$ cat config.mk
export PLATFORM = sky130hd
export DESIGN_NAME = ncap_host
export DESIGN_NICKNAME = d
export VERILOG_FILES = /design/src/ncap_pkg.sv /design/src/ncap_host.sv
export VERILOG_INCLUDE_DIRS = /design/src /design/src/src
export SDC_FILE = /design/constraint.sdc
export NUM_CORES = 1
export LEC_CHECK = 0
export BUFFER_PORTS_ARGS = -buffer_cell sky130_fd_sc_hd__buf_2
export CAP_MARGIN = 10
export CORE_ASPECT_RATIO = 0.7
export CORE_MARGIN = 2
export CORE_UTILIZATION = 61
export DETAILED_ROUTE_END_ITERATION = 12
export PLACE_DENSITY = 0.86
export SLEW_MARGIN = 25
export SYNTH_ARGS = -nofsm -noshare
export SYNTH_HDL_FRONTEND = slang
export SYNTH_SLANG_ARGS = --single-unit
$ cat constraint.sdc
create_clock -name clk_sys -period 7.2 [get_ports clk_sys]
set_input_delay 0.36 -clock clk_sys [delete_from_list [all_inputs] [get_ports clk_sys]]
set_output_delay 0.36 -clock clk_sys [all_outputs]
set_load 0.05 [all_outputs]
$ cat src/ncap_defs.svh
// Constants for the NAND command/address port host controller
// How it works
// - Ready/busy is open drain; host supplies pull-up and samples the line.
// - Full address goes out in five consecutive address-latch cycles.
// - Column is 13 bits: low byte first, then bits 8-12, upper lines low.
// - Row is 17 bits in cycles three to five; fifth cycle upper lines low.
// - Cycle type from latch strobes with chip select low, write strobe pulses.
// - While device busy, host issues only status, multi-status or reset; other requests are refused.
// - Read is setup command, five address cycles, then read confirm; skip_setup drops the setup command on NCAP_OP_READ.
`ifndef NCAP_DEFS_SVH
`define NCAP_DEFS_SVH
`define NCAP_CMD_READ     8'h00
`define NCAP_CMD_READ_GO  8'h30
`define NCAP_CMD_CB_GO    8'h35
`define NCAP_CMD_OCOL     8'h05
`define NCAP_CMD_OCOL_GO  8'hE0
`define NCAP_CMD_PROG     8'h80
`define NCAP_CMD_PROG_GO  8'h10
`define NCAP_CMD_ICOL     8'h85
`define NCAP_CMD_ERASE    8'h60
`define NCAP_CMD_ERASE_GO 8'hD0
`define NCAP_CMD_STAT     8'h70
`define NCAP_CMD_MSTAT    8'h71
`define NCAP_CMD_RESET    8'hFF
`define NCAP_PAGE_BYTES   13'h1080
`define NCAP_MAIN_BYTES   13'h1000
`define NCAP_ADDR_CYCLES  3'h5
`define NCAP_COL_CYCLES   3'h2
`define NCAP_PAGE_W       6
`define NCAP_STROBE_NS    40
`define NCAP_WHR_NS       60
`define NCAP_CLK_NS       20
`endif

$ cat src/ncap_pkg.sv
// Types for the NAND command/address port host controller
package ncap_pkg;
  typedef enum logic [3:0] {
    NCAP_OP_READ, NCAP_OP_CB_READ, NCAP_OP_OCOL, NCAP_OP_PROG,
    NCAP_OP_ICOL, NCAP_OP_CB_PROG, NCAP_OP_ERASE, NCAP_OP_STAT,
    NCAP_OP_MSTAT, NCAP_OP_RESET, NCAP_OP_DIN, NCAP_OP_DOUT
  } ncap_op_t;

  typedef struct packed {
    ncap_op_t    op;
    logic [12:0] col;
    logic [16:0] row;
    logic [7:0]  wdata;
    logic        skip_setup;
  } ncap_req_t;

  typedef struct packed {
    logic ce_n;
    logic cle;
    logic ale;
    logic we_n;
    logic output_strobe_n;
    logic wp_n;
  } ncap_pins_t;

  typedef enum logic [1:0] {
    NCAP_K_CMD, NCAP_K_ADDR, NCAP_K_DATA
  } ncap_kind_t;
endpackage

$ cat src/ncap_host.sv
// Host controller driving a NAND command/address port
`timescale 1ns/100ps
`include "ncap_defs.svh"
module ncap_host #(
  parameter int STROBE_CYC = (`NCAP_STROBE_NS + `NCAP_CLK_NS - 1)
                             / `NCAP_CLK_NS,
  parameter int WHR_CYC    = (`NCAP_WHR_NS + `NCAP_CLK_NS - 1)
                             / `NCAP_CLK_NS
) (
  // Clock and reset
  input  wire logic              clk_sys,
  input  wire logic              rstn,
  // Request side
  input  wire logic              req_valid,
  output logic                   req_ready,
  input  wire ncap_pkg::ncap_req_t req,
  input  wire logic              write_protect_n,
  output logic                   rsp_valid,
  output logic [7:0]             rsp_data,
  output logic                   rsp_refused,
  output logic                   dev_ready,
  // Flash pins
  output ncap_pkg::ncap_pins_t   pins,
  input  wire logic [7:0]        bus_lines_i,
  output logic [7:0]             bus_lines_o,
  output logic                   bus_lines_oe,
  input  wire logic              ready_busy_n
);
  typedef enum logic [2:0] {
    S_IDLE, S_SETUP, S_LOW, S_HIGH, S_GAP, S_RLOW, S_RHIGH
  } st_t;

  st_t                   st, next_st;
  ncap_pkg::ncap_req_t   cur, next_cur;
  logic [3:0]            idx, next_idx, len, next_len;
  logic [3:0]            cnt, next_cnt;
  logic [7:0]            obyte, next_obyte;
  logic                  rv, next_rv, rf, next_rf;
  logic [7:0]            rd, next_rd;
  logic                  rb_m, rb_s;
  logic [7:0]            bus_m, bus_s;
  logic                  rd_op;

  // Item of the sequence: kind and byte
  function automatic logic [9:0] item(ncap_pkg::ncap_req_t r,
                                      logic [3:0] i);
    logic [7:0] c0, c1, cb;
    logic [9:0] a0, a1, a2, a3, a4;
    c0 = 8'h00;
    c1 = 8'h00;
    cb = r.col[7:0];
    a0 = {2'(ncap_pkg::NCAP_K_ADDR), cb};
    a1 = {2'(ncap_pkg::NCAP_K_ADDR), 3'h0, r.col[12:8]};
    a2 = {2'(ncap_pkg::NCAP_K_ADDR), r.row[7:0]};
    a3 = {2'(ncap_pkg::NCAP_K_ADDR), r.row[15:8]};
    a4 = {2'(ncap_pkg::NCAP_K_ADDR), 7'h00, r.row[16]};
    item = {2'(ncap_pkg::NCAP_K_CMD), 8'h00};
    case (r.op)
      ncap_pkg::NCAP_OP_READ, ncap_pkg::NCAP_OP_CB_READ: begin
        c1 = (r.op == ncap_pkg::NCAP_OP_READ) ? `NCAP_CMD_READ_GO
                                              : `NCAP_CMD_CB_GO;
        case (i)
          4'h0: item = {2'(ncap_pkg::NCAP_K_CMD), `NCAP_CMD_READ};
          4'h1: item = a0;
          4'h2: item = a1;
          4'h3: item = a2;
          4'h4: item = a3;
          4'h5: item = a4;
          default: item = {2'(ncap_pkg::NCAP_K_CMD), c1};
        endcase
      end
      ncap_pkg::NCAP_OP_PROG, ncap_pkg::NCAP_OP_CB_PROG: begin
        c0 = (r.op == ncap_pkg::NCAP_OP_PROG) ? `NCAP_CMD_PROG
                                              : `NCAP_CMD_ICOL;
        case (i)
          4'h0: item = {2'(ncap_pkg::NCAP_K_CMD), c0};
          4'h1: item = a0;
          4'h2: item = a1;
          4'h3: item = a2;
          4'h4: item = a3;
          4'h5: item = a4;
          default: item = {2'(ncap_pkg::NCAP_K_CMD), `NCAP_CMD_PROG_GO};
        endcase
      end
      ncap_pkg::NCAP_OP_ERASE: begin
        case (i)
          4'h0: item = {2'(ncap_pkg::NCAP_K_CMD), `NCAP_CMD_ERASE};
          4'h1: item = a2;
          4'h2: item = a3;
          4'h3: item = a4;
          default: item = {2'(ncap_pkg::NCAP_K_CMD), `NCAP_CMD_ERASE_GO};
        endcase
      end
      ncap_pkg::NCAP_OP_OCOL, ncap_pkg::NCAP_OP_ICOL: begin
        c0 = (r.op == ncap_pkg::NCAP_OP_OCOL) ? `NCAP_CMD_OCOL
                                              : `NCAP_CMD_ICOL;
        case (i)
          4'h0: item = {2'(ncap_pkg::NCAP_K_CMD), c0};
          4'h1: item = a0;
          4'h2: item = a1;
          default: item = {2'(ncap_pkg::NCAP_K_CMD), `NCAP_CMD_OCOL_GO};
        endcase
      end
      ncap_pkg::NCAP_OP_STAT:  item = {2'(ncap_pkg::NCAP_K_CMD), `NCAP_CMD_STAT};
      ncap_pkg::NCAP_OP_MSTAT: item = {2'(ncap_pkg::NCAP_K_CMD), `NCAP_CMD_MSTAT};
      ncap_pkg::NCAP_OP_RESET: item = {2'(ncap_pkg::NCAP_K_CMD), `NCAP_CMD_RESET};
      ncap_pkg::NCAP_OP_DIN:   item = {2'(ncap_pkg::NCAP_K_DATA), r.wdata};
      default: item = {2'(ncap_pkg::NCAP_K_DATA), 8'h00};
    endcase
  endfunction

  // Sequence length per operation
  function automatic logic [3:0] seq_len(ncap_pkg::ncap_op_t op);
    case (op)
      ncap_pkg::NCAP_OP_READ, ncap_pkg::NCAP_OP_CB_READ,
      ncap_pkg::NCAP_OP_PROG, ncap_pkg::NCAP_OP_CB_PROG:
        seq_len = 4'(`NCAP_ADDR_CYCLES) + 4'h2;
      ncap_pkg::NCAP_OP_ERASE: seq_len = 4'h5;
      ncap_pkg::NCAP_OP_OCOL:  seq_len = 4'(`NCAP_COL_CYCLES) + 4'h2;
      ncap_pkg::NCAP_OP_ICOL:  seq_len = 4'(`NCAP_COL_CYCLES) + 4'h1;
      default: seq_len = 4'h1;
    endcase
  endfunction

  // Ready/busy and bus synchroniser
  always_ff @(posedge clk_sys or negedge rstn) begin
    if (!rstn) begin
      rb_m  <= 1'b0;
      rb_s  <= 1'b0;
      bus_m <= 8'h00;
      bus_s <= 8'h00;
    end else begin
      rb_m  <= ready_busy_n;
      rb_s  <= rb_m;
      bus_m <= bus_lines_i;
      bus_s <= bus_m;
    end
  end

  assign dev_ready = rb_s;
  assign rd_op     = (cur.op == ncap_pkg::NCAP_OP_STAT)
                   || (cur.op == ncap_pkg::NCAP_OP_MSTAT)
                   || (cur.op == ncap_pkg::NCAP_OP_DOUT);
  assign req_ready = (st == S_IDLE);

  // Sequencer next state
  always_comb begin
    logic [9:0] it;
    logic       busy_ok, wp_bad;
    it         = item(cur, idx);
    busy_ok    = 1'b0;
    wp_bad     = 1'b0;
    next_st    = st;
    next_cur   = cur;
    next_idx   = idx;
    next_len   = len;
    next_cnt   = cnt;
    next_obyte = obyte;
    next_rv    = 1'b0;
    next_rf    = 1'b0;
    next_rd    = rd;
    case (st)
      S_IDLE: begin
        busy_ok = (req.op == ncap_pkg::NCAP_OP_STAT)
                || (req.op == ncap_pkg::NCAP_OP_MSTAT)
                || (req.op == ncap_pkg::NCAP_OP_RESET);
        wp_bad  = !write_protect_n
                && ((req.op == ncap_pkg::NCAP_OP_PROG)
                || (req.op == ncap_pkg::NCAP_OP_CB_PROG)
                || (req.op == ncap_pkg::NCAP_OP_ERASE));
        if (req_valid) begin
          if ((!rb_s && !busy_ok) || wp_bad) begin
            next_rf = 1'b1;
            next_rv = 1'b1;
          end else begin
            next_cur = req;
            next_len = seq_len(req.op);
            next_idx = (req.op == ncap_pkg::NCAP_OP_READ && req.skip_setup)
                     ? 4'h1 : 4'h0;
            next_cnt = 4'h0;
            next_st  = S_SETUP;
          end
        end
      end
      S_SETUP: begin
        if (cur.op == ncap_pkg::NCAP_OP_DOUT) begin
          next_st  = S_RLOW;
          next_cnt = 4'(STROBE_CYC);
        end else begin
          next_obyte = it[7:0];
          next_st    = S_LOW;
          next_cnt   = 4'(STROBE_CYC);
        end
      end
      S_LOW: begin
        if (cnt == 4'h0) begin
          next_st  = S_HIGH;
          next_cnt = 4'(STROBE_CYC);
        end else begin
          next_cnt = cnt - 4'h1;
        end
      end
      S_HIGH: begin
        if (cnt == 4'h0) begin
          next_idx = idx + 4'h1;
          if (idx + 4'h1 >= len) begin
            next_st  = rd_op ? S_GAP : S_IDLE;
            next_rv  = !rd_op;
            next_cnt = 4'(WHR_CYC);
          end else begin
            next_st = S_SETUP;
          end
        end else begin
          next_cnt = cnt - 4'h1;
        end
      end
      S_GAP: begin
        if (cnt == 4'h0) begin
          next_st  = S_RLOW;
          next_cnt = 4'(STROBE_CYC);
        end else begin
          next_cnt = cnt - 4'h1;
        end
      end
      S_RLOW: begin
        if (cnt == 4'h0) begin
          next_rd  = bus_s;
          next_st  = S_RHIGH;
          next_cnt = 4'(STROBE_CYC);
        end else begin
          next_cnt = cnt - 4'h1;
        end
      end
      S_RHIGH: begin
        if (cnt == 4'h0) begin
          next_rv = 1'b1;
          next_st = S_IDLE;
        end else begin
          next_cnt = cnt - 4'h1;
        end
      end
      default: next_st = S_IDLE;
    endcase
  end

  always_ff @(posedge clk_sys or negedge rstn) begin
    if (!rstn) begin
      st    <= S_IDLE;
      cur   <= '0;
      idx   <= 4'h0;
      len   <= 4'h0;
      cnt   <= 4'h0;
      obyte <= 8'h00;
      rv    <= 1'b0;
      rf    <= 1'b0;
      rd    <= 8'h00;
    end else begin
      st    <= next_st;
      cur   <= next_cur;
      idx   <= next_idx;
      len   <= next_len;
      cnt   <= next_cnt;
      obyte <= next_obyte;
      rv    <= next_rv;
      rf    <= next_rf;
      rd    <= next_rd;
    end
  end

  // Pin drive
  always_comb begin
    logic [9:0] it;
    logic       wr;
    it                   = item(cur, idx);
    wr                   = (st == S_SETUP || st == S_LOW || st == S_HIGH)
                         && (cur.op != ncap_pkg::NCAP_OP_DOUT);
    pins.ce_n            = (st == S_IDLE);
    pins.cle             = wr && (it[9:8] == 2'(ncap_pkg::NCAP_K_CMD));
    pins.ale             = wr && (it[9:8] == 2'(ncap_pkg::NCAP_K_ADDR));
    pins.we_n            = !(st == S_LOW);
    pins.output_strobe_n = !(st == S_RLOW);
    pins.wp_n            = write_protect_n;
    bus_lines_oe         = wr;
    bus_lines_o          = obyte;
  end

  assign rsp_valid   = rv;
  assign rsp_data    = rd;
  assign rsp_refused = rf;
endmodule // ncap_host

==> metrics.cfg <==
[global_routing]
grt.total_usage=0.304
grt_pass1_wl_mm=19.5
busiest_layer=met1
grt_remaining_overflow=0
grt_pass1_vias=3742
gr-usage-met1=0.461
grt_max_degree=54
use_met2=0.418
grt_antenna_before_repair=0
grt_util_met3=0.0941

[cells_and_area]
insertedDiodeCount=0
synthToLayoutAreaGrowth_pct=12.6
regArea_um2=2300
final_nets=575
multi_input_area_um2=2260
instances_no_fill=613
fill_cells=549
finish.utilization=0.721
design_area_um2=5370
drive_above_1_share=0.239

[setup_path]
critPathLaunchType=flop
r2r-end=cnt[3]
critical_path_required_ps=6840
cp_num_buf_inv=2
r2r-start=idx[0]
cp_max_fo=22
slowest_delay_ps=710
path_delay_family=adder cells
crit_type=flop to primary output
slowest_stage=ha_1
endpoint_kind=primary output
startpoint=idx[1]
crit_chain=inv_1 > ha_1 > o21ai_1 > a221oi_1 > and3_1 > buf_2
cp.arrival_ps=2690
crit_cells=6
endpoint=pins[3]
r2r.worst_path.cells=9
reg2reg_slack_ps=4370

[yosys]
yosys_register_bits=92
ys_top_cells_by_count=dfrtp_1, mux2_1, a21oi_1
synth_most_common_cell=dfrtp_1
netlist.top_cell.by_area=dfrtp_1
ys_seq_area_frac=0.482
netlist_area_um2=4770
synth_top_area_share=0.482
yosys_warnings=0
syn_inst=447
synth_flop_cell=dfrtp_1
synth_cell_types=67
synth.area.top_cells=dfrtp_1, mux2_1, a21oi_1
async_reset_ff_frac=1.00
synth_edf_count=0
syn_area_per_cell_um2=10.7
synth_fp_nets=512

[detailed_routing]
totalWireLength_mm=12.2
ant_nets=0
vias_per_cell=6.38
vias=3913
first_iter_violations=511
dr.pass1.iters=7
drc_errors=0
avgRoutedWirePerCell_um=19.9

[sta]
tns_ps=0
rsz0062_at_grt=no
max_slew_margin=0.439
fin_skew_ps=16.8
tightest_slew_ps=842
finalSetupViolCount=0
finalCritPeriodShare=0.424
fmax_mhz=328
period_minus_slack_ps=3050
hold_viol_final=0
drv_slew=0

[clocking]
clk_latency_ps=370
cts_root_buffer=clkbuf_8
clockBufferDepth=2
cts_tree=built
ctsResizeCount=0
cts_buffers=9
cts_num_sinks=92
clk_pin_slew_worst_paths_ps=100
cts_max_level=3

[placement]
place_congestion=0.963
io_buffers=82
dp_hpwl_mm=8.98
place_area_um2=5170
placed_cells=596

[die]
fp.dieH_um=78
placementRows=26
dieArea_um2=8560
die_x_um=110
core_um2=7450
start_util=0.641
io_pins=83

[flow_run]
cap_violations=0

[power_and_ir_drop]
power_density_nw_per_um2=429
leakagePower_nw=2.47
p_total_mw=2.30
peakVddDrop_mv=0.261

[worst_hold_path]
hp-class=input port to flop
hold_depth=1

[run_status]
status=complete, no violations

==> state kept, by name (all words and copies together) (netlist names) <==
| signal | flops |
|---|---|
| bus_lines_o | 8 |
| len | 3 |
| rsp_valid | 1 |
| bus_m | 8 |
| rsp_refused | 1 |
| dev_ready | 1 |
| idx | 4 |
| rb_m | 1 |
| bus_s | 8 |
| cur | 42 |
| cnt | 4 |
| rsp_data | 8 |
| st | 3 |
==> placed cells by master (no fill, tap or decap), types with 4 or more instances in the layout <==
master / Yosys / layout
dfrtp_1: 92 / 92
buf_2: 11 / 81
mux2_1: 42 / 42
a21oi_1: 32 / 32
nand2_1: 28 / 28
nor2_1: 21 / 21
inv_1: 14 / 14
a22oi_1: 14 / 14
nor2b_1: 12 / 12
o21ai_0: 12 / 12
nor3_1: 11 / 11
clkbuf_8: 0 / 10
mux2_2: 9 / 9
ha_1: 9 / 9
nand2b_1: 8 / 8
nand3_1: 8 / 8
a31oi_1: 6 / 6
o211ai_1: 6 / 6
a221o_1: 5 / 5
o21ai_1: 4 / 4
and2_1: 4 / 4
o22ai_1: 4 / 4
a221oi_1: 4 / 4
o221ai_1: 4 / 4
buf_4: 2 / 4
==> per-stage QoR <==
| step | setup WS [ps] | hold slack, ps |
|---|---|---|
| floorplan | 4700 | 64.4 |
| global placement | 4570 | 332 |
| detailed placement | 4450 | 335 |
| CTS | 4210 | 77.0 |
| global route | 4040 | 62.5 |
| finish | 4150 | 81.6 |
==> cells by family (layout without fill, tap and decap cells) <==
logic type,count (synthesis),in the layout,synth area share
AO/OA/AOI/OAI,126,126,0.192
AND/OR/NAND/NOR,114,114,0.123
flip-flops,92,92,0.482
multiplexers,51,51,0.120
buffers and inverters,48,116,0.0438
adder cells (fa/ha/maj),13,13,0.0325
XOR/XNOR,3,3,0.00551
==> power breakdown <==
| part | switching [mW] | internal [mW] | total, mW | leakage [nW] |
|---|---|---|---|---|
| Sequential | 0.207 | 0.688 | 0.895 | 1.14 |
| Clock | 0.193 | 0.141 | 0.335 | 0.0996 |
| Combinational | 0.666 | 0.408 | 1.07 | 1.23 |
==> layer usage <==
layer,vias to the layer above,share of wire
met5,-,0
met1,1914,0.44
met2,214,0.43
li1,1758,-
met4,0,0.018
met3,27,0.11
==> how the worst min path moves through the flow <==
stage | end | slack [ps] | from
after CTS | bus_m[2] | 80 | bus_lines_i[2]
after floorplan | bus_lines_o[0] | 60 | rstn
final | bus_m[2] | 80 | bus_lines_i[2]
after global routing | bus_m[2] | 60 | bus_lines_i[2]
after detailed placement | bus_s[1] | 330 | bus_m[1]
after global placement | bus_s[2] | 330 | bus_m[2]
==> cell type report <==
| type | instances | area share |
|---|---|---|
| tap | 98 | 0.0228 |
| clock buffer | 10 | 0.0256 |
| inverter | 14 | 0.00978 |
| sequential | 92 | 0.429 |
| multi-input combinational | 307 | 0.421 |
| timing repair buffer | 86 | 0.0829 |
| clock inverter | 6 | 0.00955 |
==> repair_timing <==
item,in CTS,in global routing
endpoints found under the hold margin,28,0
buffers inserted,0,0
hold buffers,1,0
Power figures use the tool's default switching activity.
